==> src/rtl/scc_pkg.sv <==
// Purpose: Shared constants and types of the smartcard coupler control logic
// Assumes: 25 MHz aclk
// Notes:   Register offsets are byte addresses on the AXI4-Lite slave
package scc_pkg;

	localparam int unsigned CLK_MHZ          = 25;
	localparam int unsigned FILT_MIN_US      = 50;
	localparam int unsigned FILT_MAX_US      = 150;
	// Least and longest filter times convert exactly to aclk cycles, microseconds times CLK_MHZ
	localparam int unsigned FILT_MIN_CYC     = FILT_MIN_US * CLK_MHZ;
	localparam int unsigned FILT_MAX_CYC     = FILT_MAX_US * CLK_MHZ;
	localparam logic [15:0] FILT_RESET       = 16'(FILT_MIN_CYC);

	localparam logic [3:0]  OFF_STATUS       = 4'h0;
	localparam logic [3:0]  OFF_FILTER       = 4'h4;
	localparam logic [3:0]  OFF_CONTROL      = 4'h8;

	localparam int unsigned ST_PRESENT_BIT   = 0;
	localparam int unsigned ST_INT_BIT       = 1;
	localparam int unsigned ST_PROG_BIT      = 2;
	localparam int unsigned ST_VSEL_BIT      = 3;
	localparam int unsigned ST_CLK_LSB       = 4;
	localparam int unsigned ST_CONV_BIT      = 6;
	localparam int unsigned ST_LINE_BIT      = 7;
	localparam int unsigned CTRL_RELEASE_BIT = 0;

	localparam logic [1:0]  RESP_OKAY        = 2'h0;
	localparam logic [1:0]  RESP_SLVERR      = 2'h2;

	typedef enum logic [1:0] {CLK_SYNC, CLK_DIV4, CLK_DIV2, CLK_DIV1} scc_clk_t;
	typedef enum logic {MODE_NORMAL, MODE_PROG} scc_mode_t;

	typedef struct packed {
		logic     vsel_5v;
		scc_clk_t clk;
	} scc_cfg_t;

	localparam scc_cfg_t CFG_RESET = '{vsel_5v: 1'b1, clk: CLK_SYNC};

endpackage

==> src/rtl/scc_iolink.sv <==
// Purpose: Open-drain bidirectional link between a host line and a card line
// Assumes: Both lines pulled up outside, sampled synchronously
// Notes:   Owner flags stop the link from latching itself low
`timescale 1ns/100ps
`default_nettype none
module scc_iolink
	import scc_pkg::*;
(
	input  wire logic aclk,
	input  wire logic aresetn,
	input  wire logic en,
	input  wire logic host_i,
	input  wire logic card_i,
	output logic      host_o,
	output logic      host_oe,
	output logic      card_o,
	output logic      card_oe
);

	logic host_drv_reg;
	logic card_drv_reg;

	// Frozen while disabled, so the far line keeps its last value
	always_ff @(posedge aclk)
	begin
		if (!aresetn)
		begin
			host_drv_reg <= 1'b0;
			card_drv_reg <= 1'b0;
		end
		else if (en)
		begin
			host_drv_reg <= !host_i && !card_drv_reg;
			// Host side wins a tie, so the link never pulls both lines at once
			card_drv_reg <= !card_i && !host_drv_reg && (host_i || card_drv_reg);
		end
	end

	assign host_o  = 1'b0;
	assign card_o  = 1'b0;
	assign card_oe = host_drv_reg;
	assign host_oe = card_drv_reg;
endmodule
`default_nettype wire

==> src/rtl/scc_clkgen.sv <==
// Purpose: Card clock selector with divide by 1, 2, 4 and daisy-chain output
// Assumes: Clock inputs are slow against aclk and sampled by it
// Notes:   Source change waits until old and new clocks are both low
`timescale 1ns/100ps
`default_nettype none
module scc_clkgen
	import scc_pkg::*;
(
	input  wire logic     aclk,
	input  wire logic     aresetn,
	input  wire logic     async_clock_in,
	input  wire logic     sync_serial_clock_in,
	input  wire logic     selected,
	input  wire scc_clk_t mode,
	output logic          card_clock_out,
	output logic          inverted_clock_out
);

	logic     async_reg;
	logic [1:0] div_reg;
	logic     sync_reg;
	scc_clk_t active_reg;
	logic     switch_now;

	function automatic logic src_of(input scc_clk_t m, input logic a, input logic [1:0] d, input logic s);
		case (m)
			CLK_SYNC: src_of = s;
			CLK_DIV4: src_of = d[1];
			CLK_DIV2: src_of = d[0];
			CLK_DIV1: src_of = a;
			default:  src_of = 1'b0;
		endcase
	endfunction

	always_ff @(posedge aclk)
	begin
		if (!aresetn)
		begin
			async_reg          <= 1'b0;
			inverted_clock_out <= 1'b1;
		end
		else
		begin
			async_reg          <= async_clock_in;
			inverted_clock_out <= !async_clock_in;
		end
	end

	always_ff @(posedge aclk)
	begin
		if (!aresetn)
			div_reg <= 2'h0;
		else if (async_clock_in && !async_reg)
			div_reg <= div_reg + 2'h1;
	end

	always_ff @(posedge aclk)
	begin
		if (!aresetn)
			sync_reg <= 1'b0;
		else if (selected)
			sync_reg <= sync_serial_clock_in;
	end

	assign switch_now = (active_reg != mode) && !card_clock_out
		&& !src_of(mode, async_reg, div_reg, sync_reg);

	// Held low through the switch edge so no runt reaches the card
	always_ff @(posedge aclk)
	begin
		if (!aresetn)
		begin
			active_reg     <= CFG_RESET.clk;
			card_clock_out <= 1'b0;
		end
		else if (switch_now)
		begin
			active_reg     <= mode;
			card_clock_out <= 1'b0;
		end
		else
			card_clock_out <= src_of(active_reg, async_reg, div_reg, sync_reg);
	end
endmodule
`default_nettype wire

==> src/rtl/scc_coupler.sv <==
// Purpose: Host pin logic of a smartcard coupler with status on AXI4-Lite
// Assumes: All pins synchronous to aclk; pullups and card supply outside
// Notes:   Two-way pins appear as input, output and output enable
`timescale 1ns/100ps
`default_nettype none
// Behaviour
// - Power request starts converter normally, selects card supply voltage in programming.
// - Card insertion or extraction pulls the interrupt line low.
// - Interrupt released on select rising edge or power request rising edge.
// - Ready pin low at select falling edge enters programming mode.
// - Ready pin released means normal mode; device drives it as status.
// - Selected normal: status is converter state or card presence per power request.
// - Deselected coupler ignores power, reset, serial, sync clock and aux inputs; the logic still releases the interrupt on a power request rising edge.
// - Host reset passes to card reset while selected, held otherwise.
// - Serial line linked both ways while selected, held while deselected.
// - Aux lines linked like serial line, never used for programming.
// - Card aux lines mirror card serial line behaviour with their host pair.
// - Inverted copy of the asynchronous clock drives the chain output.
// - Asynchronous source gives card clock divided by one, two or four.
// - Synchronous source follows while selected, holds level while deselected.
// - Voltage and clock selection programmed by power, reset and serial with ready low.
// - Detect polarity select chooses which switch level means card present.
// - Detect changes filtered 50 to 150 microseconds before reporting; the filter register takes any 16-bit count.
// - Selections captured at select rising edge; reset gives 5 V, sync clock.
// - Truth table maps power to voltage and reset/serial to clock source.
// - Clock source or ratio changes without glitches on card clock.
module scc_coupler
	import scc_pkg::*;
#(
	parameter int unsigned ADDR_W = 4
)
(
	input  wire logic              aclk,
	input  wire logic              aresetn,
	input  wire logic [ADDR_W-1:0] s_axi_awaddr,
	input  wire logic              s_axi_awvalid,
	output logic                   s_axi_awready,
	input  wire logic [31:0]       s_axi_wdata,
	input  wire logic [3:0]        s_axi_wstrb,
	input  wire logic              s_axi_wvalid,
	output logic                   s_axi_wready,
	output logic [1:0]             s_axi_bresp,
	output logic                   s_axi_bvalid,
	input  wire logic              s_axi_bready,
	input  wire logic [ADDR_W-1:0] s_axi_araddr,
	input  wire logic              s_axi_arvalid,
	output logic                   s_axi_arready,
	output logic [31:0]            s_axi_rdata,
	output logic [1:0]             s_axi_rresp,
	output logic                   s_axi_rvalid,
	input  wire logic              s_axi_rready,
	input  wire logic              coupler_select_n,
	input  wire logic              converter_power_request,
	input  wire logic              converter_ok,
	output logic                   converter_enable,
	output logic                   card_supply_5v,
	input  wire logic              ready_mode_pin_i,
	output logic                   ready_mode_pin_o,
	output logic                   ready_mode_pin_oe,
	input  wire logic              card_change_int_n_i,
	output logic                   card_change_int_n_o,
	output logic                   card_change_int_n_oe,
	input  wire logic              host_reset_in,
	output logic                   card_reset_out,
	input  wire logic              host_serial_i,
	output logic                   host_serial_o,
	output logic                   host_serial_oe,
	input  wire logic              card_serial_line_i,
	output logic                   card_serial_line_o,
	output logic                   card_serial_line_oe,
	input  wire logic [1:0]        host_aux_i,
	output logic [1:0]             host_aux_o,
	output logic [1:0]             host_aux_oe,
	input  wire logic [1:0]        card_aux_i,
	output logic [1:0]             card_aux_o,
	output logic [1:0]             card_aux_oe,
	input  wire logic              async_clock_in,
	input  wire logic              sync_serial_clock_in,
	output logic                   inverted_clock_out,
	output logic                   card_clock_out,
	input  wire logic              card_detect_switch,
	input  wire logic              detect_polarity_select
);

	scc_mode_t   mode_reg;
	scc_cfg_t    cfg_reg;
	logic        sel_prev_reg;
	logic        pwr_prev_reg;
	logic        sel_fall;
	logic        sel_rise;
	logic        pwr_rise;
	logic        enter_prog;
	logic        normal_sel;
	logic        present_raw;
	logic        present_reg;
	logic [15:0] filt_cnt_reg;
	logic [15:0] filt_reg;
	logic        det_change;
	logic        int_reg;
	logic        sw_release_reg;
	logic        aw_ok_reg;
	logic        w_ok_reg;
	logic [ADDR_W-1:0] awaddr_reg;
	logic [31:0] wdata_reg;
	logic [3:0]  wstrb_reg;
	logic        do_write;
	logic [31:0] status_word;

	// One history flop per input so each edge is one event
	always_ff @(posedge aclk)
	begin
		if (!aresetn)
		begin
			sel_prev_reg <= 1'b1;
			pwr_prev_reg <= 1'b0;
		end
		else
		begin
			sel_prev_reg <= coupler_select_n;
			pwr_prev_reg <= converter_power_request;
		end
	end

	assign sel_fall   = !coupler_select_n && sel_prev_reg;
	assign sel_rise   = coupler_select_n && !sel_prev_reg;
	assign pwr_rise   = converter_power_request && !pwr_prev_reg;
	assign enter_prog = sel_fall && !ready_mode_pin_i && mode_reg == MODE_NORMAL;
	assign normal_sel = !coupler_select_n && mode_reg == MODE_NORMAL;

	always_ff @(posedge aclk)
	begin
		if (!aresetn)
		begin
			mode_reg <= MODE_NORMAL;
			cfg_reg  <= CFG_RESET;
		end
		else
		begin
			case (mode_reg)
				MODE_NORMAL:
				begin
					if (enter_prog)
						mode_reg <= MODE_PROG;
				end
				MODE_PROG:
				begin
					if (sel_rise)
					begin
						mode_reg        <= MODE_NORMAL;
						cfg_reg.vsel_5v <= converter_power_request;
						case ({host_reset_in, host_serial_i})
							2'h0:    cfg_reg.clk <= CLK_SYNC;
							2'h1:    cfg_reg.clk <= CLK_DIV4;
							2'h3:    cfg_reg.clk <= CLK_DIV2;
							2'h2:    cfg_reg.clk <= CLK_DIV1;
							default: cfg_reg.clk <= CLK_SYNC;
						endcase
					end
				end
				default: mode_reg <= MODE_NORMAL;
			endcase
		end
	end

	assign card_supply_5v = cfg_reg.vsel_5v;

	// Host levels pass only while selected in normal mode
	always_ff @(posedge aclk)
	begin
		if (!aresetn)
		begin
			converter_enable <= 1'b0;
			card_reset_out   <= 1'b0;
		end
		else if (normal_sel)
		begin
			converter_enable <= converter_power_request;
			card_reset_out   <= host_reset_in;
		end
	end

	// Never drive on the select edge, the host may be forcing it low
	always_ff @(posedge aclk)
	begin
		if (!aresetn)
		begin
			ready_mode_pin_oe <= 1'b0;
			ready_mode_pin_o  <= 1'b0;
		end
		else
		begin
			ready_mode_pin_oe <= normal_sel && !sel_fall;
			ready_mode_pin_o  <= converter_power_request ? converter_ok : present_reg;
		end
	end

	assign present_raw = card_detect_switch ^ detect_polarity_select;

	always_ff @(posedge aclk)
	begin
		if (!aresetn)
		begin
			present_reg  <= 1'b0;
			filt_cnt_reg <= 16'h0;
		end
		else if (present_raw == present_reg)
			filt_cnt_reg <= 16'h0;
		else if (filt_cnt_reg + 16'h1 >= filt_reg)
		begin
			present_reg  <= present_raw;
			filt_cnt_reg <= 16'h0;
		end
		else
			filt_cnt_reg <= filt_cnt_reg + 16'h1;
	end

	assign det_change = (present_raw != present_reg) && (filt_cnt_reg + 16'h1 >= filt_reg);

	// A card change in the release cycle still pulls the line
	always_ff @(posedge aclk)
	begin
		if (!aresetn)
			int_reg <= 1'b0;
		else if (det_change)
			int_reg <= 1'b1;
		else if (sel_rise || pwr_rise || sw_release_reg)
			int_reg <= 1'b0;
	end

	assign card_change_int_n_o  = 1'b0;
	assign card_change_int_n_oe = int_reg;

	scc_iolink u_serial
	(
		.aclk    (aclk),
		.aresetn (aresetn),
		.en      (normal_sel),
		.host_i  (host_serial_i),
		.card_i  (card_serial_line_i),
		.host_o  (host_serial_o),
		.host_oe (host_serial_oe),
		.card_o  (card_serial_line_o),
		.card_oe (card_serial_line_oe)
	);

	// Aux links ignore programming mode entirely
	for (genvar i = 0; i < 2; i++)
	begin : g_aux
		scc_iolink u_aux
		(
			.aclk    (aclk),
			.aresetn (aresetn),
			.en      (!coupler_select_n),
			.host_i  (host_aux_i[i]),
			.card_i  (card_aux_i[i]),
			.host_o  (host_aux_o[i]),
			.host_oe (host_aux_oe[i]),
			.card_o  (card_aux_o[i]),
			.card_oe (card_aux_oe[i])
		);
	end

	scc_clkgen u_clkgen
	(
		.aclk                 (aclk),
		.aresetn              (aresetn),
		.async_clock_in       (async_clock_in),
		.sync_serial_clock_in (sync_serial_clock_in),
		.selected             (normal_sel),
		.mode                 (cfg_reg.clk),
		.card_clock_out       (card_clock_out),
		.inverted_clock_out   (inverted_clock_out)
	);

	// AXI4-Lite: address and data latched independently, one write at a time
	assign s_axi_awready = !aw_ok_reg && !s_axi_bvalid;
	assign s_axi_wready  = !w_ok_reg && !s_axi_bvalid;
	assign s_axi_arready = !s_axi_rvalid;
	assign do_write      = aw_ok_reg && w_ok_reg && !s_axi_bvalid;

	always_ff @(posedge aclk)
	begin
		if (!aresetn)
		begin
			aw_ok_reg  <= 1'b0;
			w_ok_reg   <= 1'b0;
			awaddr_reg <= '0;
			wdata_reg  <= 32'h0;
			wstrb_reg  <= 4'h0;
		end
		else
		begin
			if (s_axi_awvalid && s_axi_awready)
			begin
				aw_ok_reg  <= 1'b1;
				awaddr_reg <= s_axi_awaddr;
			end
			else if (do_write)
				aw_ok_reg <= 1'b0;
			if (s_axi_wvalid && s_axi_wready)
			begin
				w_ok_reg  <= 1'b1;
				wdata_reg <= s_axi_wdata;
				wstrb_reg <= s_axi_wstrb;
			end
			else if (do_write)
				w_ok_reg <= 1'b0;
		end
	end

	always_ff @(posedge aclk)
	begin
		if (!aresetn)
		begin
			filt_reg       <= FILT_RESET;
			sw_release_reg <= 1'b0;
			s_axi_bvalid   <= 1'b0;
			s_axi_bresp    <= RESP_OKAY;
		end
		else
		begin
			sw_release_reg <= 1'b0;
			if (do_write)
			begin
				s_axi_bvalid <= 1'b1;
				s_axi_bresp  <= RESP_OKAY;
				case (awaddr_reg)
					ADDR_W'(OFF_STATUS): ;
					ADDR_W'(OFF_FILTER):
					begin
						if (wstrb_reg[0])
							filt_reg[7:0] <= wdata_reg[7:0];
						if (wstrb_reg[1])
							filt_reg[15:8] <= wdata_reg[15:8];
					end
					ADDR_W'(OFF_CONTROL):
						sw_release_reg <= wstrb_reg[0] && wdata_reg[CTRL_RELEASE_BIT];
					default: s_axi_bresp <= RESP_SLVERR;
				endcase
			end
			else if (s_axi_bready)
				s_axi_bvalid <= 1'b0;
		end
	end

	always_comb
	begin
		status_word                   = 32'h0;
		status_word[ST_PRESENT_BIT]   = present_reg;
		status_word[ST_INT_BIT]       = int_reg;
		status_word[ST_PROG_BIT]      = mode_reg == MODE_PROG;
		status_word[ST_VSEL_BIT]      = cfg_reg.vsel_5v;
		status_word[ST_CLK_LSB +: 2]  = cfg_reg.clk;
		status_word[ST_CONV_BIT]      = converter_enable;
		status_word[ST_LINE_BIT]      = !card_change_int_n_i;
	end

	always_ff @(posedge aclk)
	begin
		if (!aresetn)
		begin
			s_axi_rvalid <= 1'b0;
			s_axi_rdata  <= 32'h0;
			s_axi_rresp  <= RESP_OKAY;
		end
		else if (s_axi_arvalid && s_axi_arready)
		begin
			s_axi_rvalid <= 1'b1;
			s_axi_rresp  <= RESP_OKAY;
			case (s_axi_araddr)
				ADDR_W'(OFF_STATUS):  s_axi_rdata <= status_word;
				ADDR_W'(OFF_FILTER):  s_axi_rdata <= {16'h0, filt_reg};
				ADDR_W'(OFF_CONTROL): s_axi_rdata <= 32'h0;
				default:
				begin
					s_axi_rdata <= 32'h0;
					s_axi_rresp <= RESP_SLVERR;
				end
			endcase
		end
		else if (s_axi_rready)
			s_axi_rvalid <= 1'b0;
	end
endmodule
`default_nettype wire

==> config.mk <==
export PLATFORM = sky130hd
export DESIGN_NAME = scc_coupler
export DESIGN_NICKNAME = d
export VERILOG_FILES = /design/src/rtl/scc_pkg.sv /design/src/rtl/scc_iolink.sv /design/src/rtl/scc_clkgen.sv /design/src/rtl/scc_coupler.sv
export SDC_FILE = /design/constraint.sdc
export NUM_CORES = 1
export LEC_CHECK = 0
export BUFFER_PORTS_ARGS = -buffer_cell sky130_fd_sc_hd__buf_2
export CORE_MARGIN = 2
export CORE_UTILIZATION = 30
export CTS_BUF_LIST = sky130_fd_sc_hd__clkbuf_8 sky130_fd_sc_hd__clkbuf_16
export DETAILED_ROUTE_END_ITERATION = 7
export PLACE_DENSITY = 0.61
export SETUP_SLACK_MARGIN = 0.15
export SLEW_MARGIN = 15
export SYNTH_ARGS = -nofsm -noshare
export SYNTH_HDL_FRONTEND = slang
export SYNTH_SLANG_ARGS = --single-unit
==> constraint.sdc <==
create_clock -name aclk -period 2.95 [get_ports aclk]
set_input_delay 0.1475 -clock aclk [delete_from_list [all_inputs] [get_ports aclk]]
set_output_delay 0.1475 -clock aclk [all_outputs]
set_load 0.02 [all_outputs]
==> results.toml, run 1 <==
[timing]
period_needed_ns = 2.60
slew_viol_final = 0
slew_headroom_pct = 49.8
max_freq_ghz = 0.385
setup_ws_ns = 0.350
rsz0062_at_grt = "no"
finalSetupViolations = 0
worst_hold_slack_ns = 0.0408
hold_viol = 0
finClkSkew_ns = 0.00466
finalSetupTns_ns = 0
worst_pin_slew_ns = 0.754
min_period_over_period_pct = 88.1

[worst_setup_path]
end_kind = "flip-flop"
worstSetupStartpointType = "flip-flop"
worstPathArrival_ns = 2.84
path_max_fanout = 9
crit_type = "reg -> reg"
required_ns = 3.19

[synth]
yosys.area.top_type = "dfxtp_1"
synth_edf_count = 0
synth_xor_area_share_pct = 3.07
synthAdderAreaFrac_pct = 5.17
synth_compound_area_share_pct = 10.1
synthCells = 526
synthMuxAreaShare_pct = 7.13
synth-simple-area-share_pct = 23.2
yosysSeqAreaShare_pct = 42.6
yosysTopAreaCellShare_pct = 42.6
ys_async_sr_fraction_pct = 0
synth_top_family_by_area = "simple AND/OR/NAND/NOR gates"
synthFlopType = "dfxtp_1"
syn_avg_cell_area_um2 = 9.21
synth_seq_cells = 103
synthTopCellsByArea = "dfxtp_1, mux2i_1, nor2b_1"
synth-warning-count = 0
ys_types = 49
netlist_area_um2 = 4840

[floorplanning]
die_h_um = 131
initial_core_util_pct = 30.6
die_area_um2 = 17200
rows = 46
die_x_um = 131
coreArea_um2 = 15800
io_pins = 129

[power_and_ir_drop]
switching_share_pct = 24.4
peakVddDrop_uv = 371
leakage_nw = 2.52
clock_power_share_pct = 39.4
combPwrFrac_pct = 10.0
seqPwrFrac_pct = 50.6
switchingPower_w = 0.000709
internal_power_w = 0.00220
power_density_nw_per_um2 = 512

[drt]
vias = 3539
post-route-drc-count = 0
vias_per_cell = 4.28
wl_per_cell_um = 12.1
firstDrtPassIters = 4
finalWirelength_mm = 9.96
ant_nets = 0
first_iter_violations = 120

[global_route]
grt_overflow = 0
grt_max_degree = 88
antenna_found_initial = 0
grt.total_usage_pct = 11.9
grt_pass1_vias = 3203
grt_pass1_wl_mm = 16.1

[clock_tree]
cts_tree = "built"
path_clk_slew_ns = 0.07
numCtsBuffers = 9
cts_sinks = 103
htreeDepth = 3
postCtsSetupBuffers = 0
root_buffer = "clkbuf_16"
cts_buffer_depth = 2
worstSkewPairLatency_ns = 0.34

[place]
hpwl_mm = 7.25
placedInstanceArea_um2 = 5370
dp_worst_setup_slack_ns = 0.261
place_congestion = 0.779
port_buffers = 85

[finish]
area_growth_pct = 17.1
nets = 693
antennaDiodeCount = 0
fillCellCount = 1651
layout_commonest_cell = "dfxtp_1"
final_cell_mix = "dfxtp_1, buf_2, nand2_1"
final_design_area_no_fill_um2 = 5670
drive_above_1_share_pct = 21.6

[worst_hold_path]
hold_path.class = "in -> reg"

[job]
timing.max_cap.violations = 0

[run_status]
status = "completed"
==> worst max-delay path: stages (launching register included) <==
cell and delay (ns):
dfxtp_1 0.33, buf_4 0.14, nand4_1 0.17, nor2_2 0.27, nand4_1 0.14, xnor2_1 0.16
ha_1 0.30, nand4_1 0.12, nor3_1 0.30, o211ai_2 0.17, nand4b_4 0.18, buf_4 0.18
nor2b_1 0.05
==> Yosys cell counts, types with 3 or more instances <==
cell type / n
a21oi_1: 22
ha_1: 20
xnor2_1: 8
nor2_1: 19
buf_2: 5
nor2_2: 3
inv_1: 25
o21ai_0: 9
and2b_1: 5
nand2_1: 69
buf_6: 3
nor3_1: 13
a22oi_1: 8
and2_1: 6
buf_4: 29
xor2_1: 9
and3_1: 5
dfxtp_1: 103
nand3_1: 9
nand4_1: 7
a21boi_0: 25
mux2i_1: 30
clkbuf_1: 13
nor2b_1: 44
nor2b_2: 8
==> cell families (layout without fill, tap and decap cells) <==
family                   Yosys count  count (layout)
AND/OR/NAND/NOR                  204             204
flip-flops                       103             103
buffers and inverters             75             135
AO/OA/AOI/OAI                     74              74
multiplexers                      32              32
adder cells (fa/ha/maj)           20              20
XOR/XNOR                          17              17
other                              1              25
==> power by group through the flow <==
stage / logic (W) / clock network, W / registers (W)
6_report: 0.000292 / 0.00114 / 0.00147
3_3_place_gp: 0.000292 / 0 / 0.00150
4_1_cts: 0.000296 / 0.00117 / 0.00147
5_1_grt: 0.000329 / 0.00123 / 0.00148
2_1_floorplan: 0.000223 / 0 / 0.00151
3_5_place_dp: 0.000294 / 0 / 0.00150
==> worst paths after layout <==
check / to / from / slack, ns / cells after the start
max reg2reg: filt_cnt_reg[8] / filt_cnt_reg[0] / 0.35 / 12
min reg2reg: card_reset_out / card_reset_out / 0.46 / 2
min: s_axi_rvalid / s_axi_arvalid / 0.04 / 2
max: filt_cnt_reg[8] / filt_cnt_reg[0] / 0.35 / 12
==> what timing repair did <==
action                                  4_1_cts  5_1_grt
endpoints found under the setup margin        0       15
hold buffers                                  1        0
endpoints found under the hold margin         1        0
gates resized for setup                       0        3
==> metrics by stage <==
step                      instances  total power [W]  utilization [%]
after floorplan                 550          0.00173                -
after global placement          810          0.00179             33.9
after detailed placement        810          0.00180             33.9
after CTS                       826          0.00294             35.8
after global routing            826          0.00304             35.8
final                           826          0.00291             35.8
==> layout make-up <==
class / instances / area (µm²) / share of cell area (%)
Timing Repair Buffer: 95 / 503 / 8.87
Multi-Input combinational cell: 372 / 2460 / 43.4
Inverter: 25 / 93.8 / 1.65
Tap cell: 216 / 270 / 4.77
Sequential cell: 103 / 2060 / 36.4
Clock inverter: 6 / 55.1 / 0.971
Clock buffer: 9 / 225 / 3.97
==> per-layer routing <==
metal / global-route usage (%) / vias to the layer above / share of wire [%]
met5: 0 / - / 0
met3: 2.52 / 11 / 3.6
li1: - / 1864 / -
met4: 4.32 / 0 / 1.4
met2: 19.2 / 63 / 46
met1: 15.8 / 1601 / 49
Note: power is estimated with default switching activity, not from simulation.
==> run 2, diff against run 1 <==
--- a/config.mk
+++ b/config.mk
@@ -11,6 +11,7 @@
 export CTS_BUF_LIST = sky130_fd_sc_hd__clkbuf_8 sky130_fd_sc_hd__clkbuf_16
 export DETAILED_ROUTE_END_ITERATION = 7
 export PLACE_DENSITY = 0.61
+export REMOVE_ABC_BUFFERS = 1
 export SETUP_SLACK_MARGIN = 0.15
 export SLEW_MARGIN = 15
 export SYNTH_ARGS = -nofsm -noshare
==> run 2 against run 1 <==
Net effect: setup slack lost 0.049 ns; utilization grew 0.27 points; largest power group unchanged; critical endpoint is now filt_cnt_reg[15]; clock-buffer cell count grew 1.
==> results.toml, run 2 (synthesized netlist as in run 1, its figures left out) <==
[worst_setup_path]
worstSetupStartpointType = "flip-flop"
rr_worst_depth = 13
r2r_end = "filt_cnt_reg[15]"
path_max_fanout = 8
crit_type = "reg -> reg"
worstPathArrival_ns = 2.90
end_kind = "flip-flop"
reg2reg_slack_ns = 0.30
required_ns = 3.20
rr_startpoint = "filt_cnt_reg[1]"

[timing]
hold_viol = 0
finClkSkew_ns = 0.00766
finalSetupTns_ns = 0
min_period_over_period_pct = 89.8
slew_headroom_pct = 51.4
rsz0062_at_grt = "yes"
slew_viol_final = 0
period_needed_ns = 2.65
worst_pin_slew_ns = 0.728
max_freq_ghz = 0.377
finalSetupViolations = 0

[finish]
layout_commonest_cell = "dfxtp_1"
final_cell_mix = "dfxtp_1, buf_2, nand2_1"
drive_above_1_share_pct = 22.6
nets = 690
area_growth_pct = 18.0
antennaDiodeCount = 0
postLayoutCoreUtil_pct = 36.1

[worst_hold_path]
hold_start = "s_axi_arvalid"
min_path_cells = 2
worst_hold_path.endpoint = "s_axi_rvalid"
hold_path.class = "in -> reg"

[power_and_ir_drop]
power_density_nw_per_um2 = 532
leakage_nw = 2.52
peakVddDrop_uv = 228

[global_route]
antenna_found_initial = 0
grt_max_degree = 88
grt_pass1_vias = 3353
grt.total_usage_pct = 12.3
grt_pass1_wl_mm = 16.4
grt_overflow = 0

[clock_tree]
cts_buffer_depth = 2
htreeDepth = 3
cts_tree = "built"
root_buffer = "clkbuf_16"
path_clk_slew_ns = 0.07
cts_sinks = 103
numCtsBuffers = 9
worstSkewPairLatency_ns = 0.35

[drt]
finalWirelength_mm = 10.0
wl_per_cell_um = 12.2
vias = 3564
ant_nets = 0
firstDrtPassIters = 4
vias_per_cell = 4.33
first_iter_violations = 85
post-route-drc-count = 0

[floorplanning]
coreArea_um2 = 15800
die_area_um2 = 17200
rows = 46
initial_core_util_pct = 30.6
die_h_um = 131
die_x_um = 131
io_pins = 129

[run_status]
status = "completed"

[place]
hpwl_mm = 7.29
port_buffers = 85
place_congestion = 0.786

[job]
timing.max_cap.violations = 0
==> run 2: changes by cell type in the layout (fill, tap and decap cells not counted), sizes merged <==
cell    previous run  this run
bufinv             1         2
inv               27        26
clkinv             2         1
buf               94        91
clkbuf             9        10
==> run 2: power breakdown <==
| part | internal, W | switching (W) | total [W] |
|---|---|---|---|
| Clock | 0.000764 | 0.000522 | 0.00129 |
| Sequential | 0.00144 | 0.0000344 | 0.00147 |
| Combinational | 0.000114 | 0.000173 | 0.000287 |
| Total | 0.00231 | 0.000729 | 0.00304 |
==> run 2: layer usage <==
layer / wire length (µm) / global-route usage (%)
met4: 192 / 5.88
met3: 250 / 1.95
met5: 0 / 0
met2: 4780 / 19.9
met1: 4780 / 16.1
==> run 2: cell type report <==
type,count,area (µm²)
Clock buffer,10,239
Clock inverter,5,81.3
Fill cell,1648,10100
Inverter,25,93.8
Multi-Input combinational cell,372,2480
Sequential cell,103,2070
Tap cell,216,270
Timing Repair Buffer,92,480
==> run 2: worst max path at each step <==
stage	cells past startpoint	end	start	slack, ns
finish	13	filt_cnt_reg[15]	filt_cnt_reg[1]	0.30
CTS	13	filt_cnt_reg[15]	filt_cnt_reg[0]	0.20
global placement	13	filt_cnt_reg[15]	filt_cnt_reg[0]	0.18
global route	13	filt_cnt_reg[6]	filt_cnt_reg[1]	0.14
detailed placement	13	filt_cnt_reg[15]	filt_cnt_reg[0]	0.16
floorplan	11	filt_cnt_reg[4]	filt_cnt_reg[0]	0.49
==> run 2: through the flow <==
stage	worst slack, ns	cell area (µm²)	std cells	hold WS, ns	total power, W
floorplan	0.487	4610	500	0.209	0.00168
global placement	0.179	5350	807	0.381	0.00179
detailed placement	0.164	5350	807	0.371	0.00179
CTS	0.202	5680	823	0.0254	0.00307
global route	0.136	5710	823	0.0323	0.00317
finish	0.301	5710	823	0.0336	0.00304
==> run 2: repair_timing <==
item                                    4_1_cts  5_1_grt
endpoints found under the setup margin        2       18
hold buffers                                  1        0
resized for setup                             1        9
setup buffers                                 0        0
pin swaps                                     0        3
endpoints found under the hold margin         1        0
==> run 2: critical path, cell delays in order, from the launching register on <==
cell      delay, ns
dfxtp_1        0.36
ha_2           0.21
nand3_2        0.12
nor2_2         0.12
buf_4          0.14
and3_1         0.20
xor2_2         0.08
ha_1           0.29
nand4_1        0.14
nor3_2         0.23
o211ai_2       0.16
nand4b_4       0.12
buf_4          0.19
and2b_1        0.19
==> run 3, diff against run 2 <==
--- a/config.mk
+++ b/config.mk
@@ -8,7 +8,7 @@
 export BUFFER_PORTS_ARGS = -buffer_cell sky130_fd_sc_hd__buf_2
 export CORE_MARGIN = 2
 export CORE_UTILIZATION = 30
-export CTS_BUF_LIST = sky130_fd_sc_hd__clkbuf_8 sky130_fd_sc_hd__clkbuf_16
+export CTS_BUF_LIST = sky130_fd_sc_hd__clkbuf_8
 export DETAILED_ROUTE_END_ITERATION = 7
 export PLACE_DENSITY = 0.61
 export REMOVE_ABC_BUFFERS = 1
==> run 3 against run 2 <==
Net effect: sequential power about the same; flip-flop and latch count unchanged; register-to-register slack about the same; critical endpoint unchanged; largest cell class unchanged; largest power group unchanged.
==> results.toml, run 3 (synthesized netlist as in run 1, its figures left out) <==
[timing]
slew_viol_final = 0
period_needed_ns = 2.63
slew_headroom_pct = 50.6
worst_pin_slew_ns = 0.741
min_period_over_period_pct = 89.3
finalSetupViolations = 0
finClkSkew_ns = 0.0120
rsz0062_at_grt = "yes"
max_freq_ghz = 0.380
finalSetupTns_ns = 0
worst_hold_slack_ns = 0.0205
hold_viol = 0

[worst_setup_path]
worstPathArrival_ns = 2.91
required_ns = 3.23
rr_startpoint = "filt_cnt_reg[0]"
path_max_fanout = 8
r2r_end = "filt_cnt_reg[15]"
worstSetupStartpointType = "flip-flop"
crit_type = "reg -> reg"
reg2reg_slack_ns = 0.32
rr_worst_depth = 13
end_kind = "flip-flop"

[clock_tree]
postCtsSetupBuffers = 0
root_buffer = "clkbuf_8"
path_clk_slew_ns = 0.10
htreeDepth = 3
worstSkewPairLatency_ns = 0.37
numCtsBuffers = 9
cts_buffer_depth = 2
cts_sinks = 103
cts_tree = "built"

[power_and_ir_drop]
finalPower_w = 0.00274
switching_share_pct = 25.4
peakVddDrop_uv = 164
seqPwrFrac_pct = 53.5
power_density_nw_per_um2 = 488
internal_power_w = 0.00205
switchingPower_w = 0.000696
clock_power_share_pct = 36.0
leakage_nw = 2.47
combPwrFrac_pct = 10.5

[worst_hold_path]
min_path_cells = 3
hold_start = "s_axi_wdata[7]"
hold_path.class = "in -> reg"
worst_hold_path.endpoint = "wdata_reg[7]"

[place]
port_buffers = 85
placed_cells = 807
hpwl_mm = 7.29
place_congestion = 0.786

[floorplanning]
rows = 46
die_x_um = 131
initial_core_util_pct = 30.6
die_h_um = 131
die_area_um2 = 17200
io_pins = 129
coreArea_um2 = 15800

[global_route]
antenna_found_initial = 0
grt.total_usage_pct = 12.3
grt_max_degree = 88
grt_overflow = 0
grt_pass1_wl_mm = 16.4
grt_pass1_vias = 3370

[finish]
nets = 691
drive_above_1_share_pct = 22.7
final_cell_mix = "dfxtp_1, buf_2, nand2_1"
area_growth_pct = 16.1
antennaDiodeCount = 0
finalNonFillerCells = 824
layout_commonest_cell = "dfxtp_1"

[drt]
vias = 3559
post-route-drc-count = 0
finalWirelength_mm = 10.0
wl_per_cell_um = 12.2
ant_nets = 0
firstDrtPassIters = 4
first_iter_violations = 121
vias_per_cell = 4.32

[job]
timing.max_cap.violations = 0

[run_status]
status = "completed"
[run 3: metal layers]
layer,track usage (%),part of all wire [%]
met1,16.2,48
met2,20.1,48
met3,2.20,3.1
met4,4.69,1.5
met5,0,0
[run 3: what timing repair did]
item,CTS,global route
resized for setup,1,10
cloned,0,0
hold buffers,2,0
hold endpoints to repair,3,0
pin swaps,0,3
setup endpoints to repair,4,18
[run 3: final cells by class]
class	count	area [µm²]
fill	1663	10200
multi-input combinational	372	2480
sequential	103	2070
timing repair buffer	93	490
tap	216	270
clock buffer	10	138
inverter	25	93.8
clock inverter	5	81.3
[run 3: power groups by stage]
| stage | logic [W] | clock network, W | registers (W) |
|---|---|---|---|
| finish | 0.000288 | 0.000987 | 0.00147 |
| global placement | 0.000288 | 0 | 0.00150 |
| global route | 0.000325 | 0.00107 | 0.00148 |
| detailed placement | 0.000290 | 0 | 0.00150 |
| CTS | 0.000292 | 0.00101 | 0.00147 |
| floorplan | 0.000165 | 0 | 0.00151 |
[run 3: how the worst max path moves through the flow]
stage	startpoint	end	slack, ns	depth (start not counted)
after floorplan	filt_cnt_reg[0]	filt_cnt_reg[4]	0.49	11
after global placement	filt_cnt_reg[0]	filt_cnt_reg[15]	0.18	13
after detailed placement	filt_cnt_reg[0]	filt_cnt_reg[15]	0.16	13
after CTS	filt_cnt_reg[0]	filt_cnt_reg[15]	0.20	13
after global routing	filt_cnt_reg[0]	filt_cnt_reg[6]	0.13	13
final	filt_cnt_reg[0]	filt_cnt_reg[15]	0.32	13
[run 3: metrics by stage]
stage	util, %	cell area, µm²	worst slack [ns]
2_1_floorplan	-	4610	0.487
3_3_place_gp	33.8	5350	0.179
3_5_place_dp	33.8	5350	0.164
4_1_cts	35.3	5590	0.200
5_1_grt	35.5	5620	0.134
6_report	35.5	5620	0.316
[run 3: critical path, stage by stage, from the launching register on]
cell,delay (ns)
dfxtp_4,0.38
ha_2,0.20
nand3_2,0.12
nor2_2,0.12
buf_4,0.14
and3_1,0.20
xor2_2,0.08
ha_1,0.29
nand4_1,0.14
nor3_2,0.22
o211ai_2,0.15
nand4b_4,0.12
buf_4,0.19
and2b_1,0.19
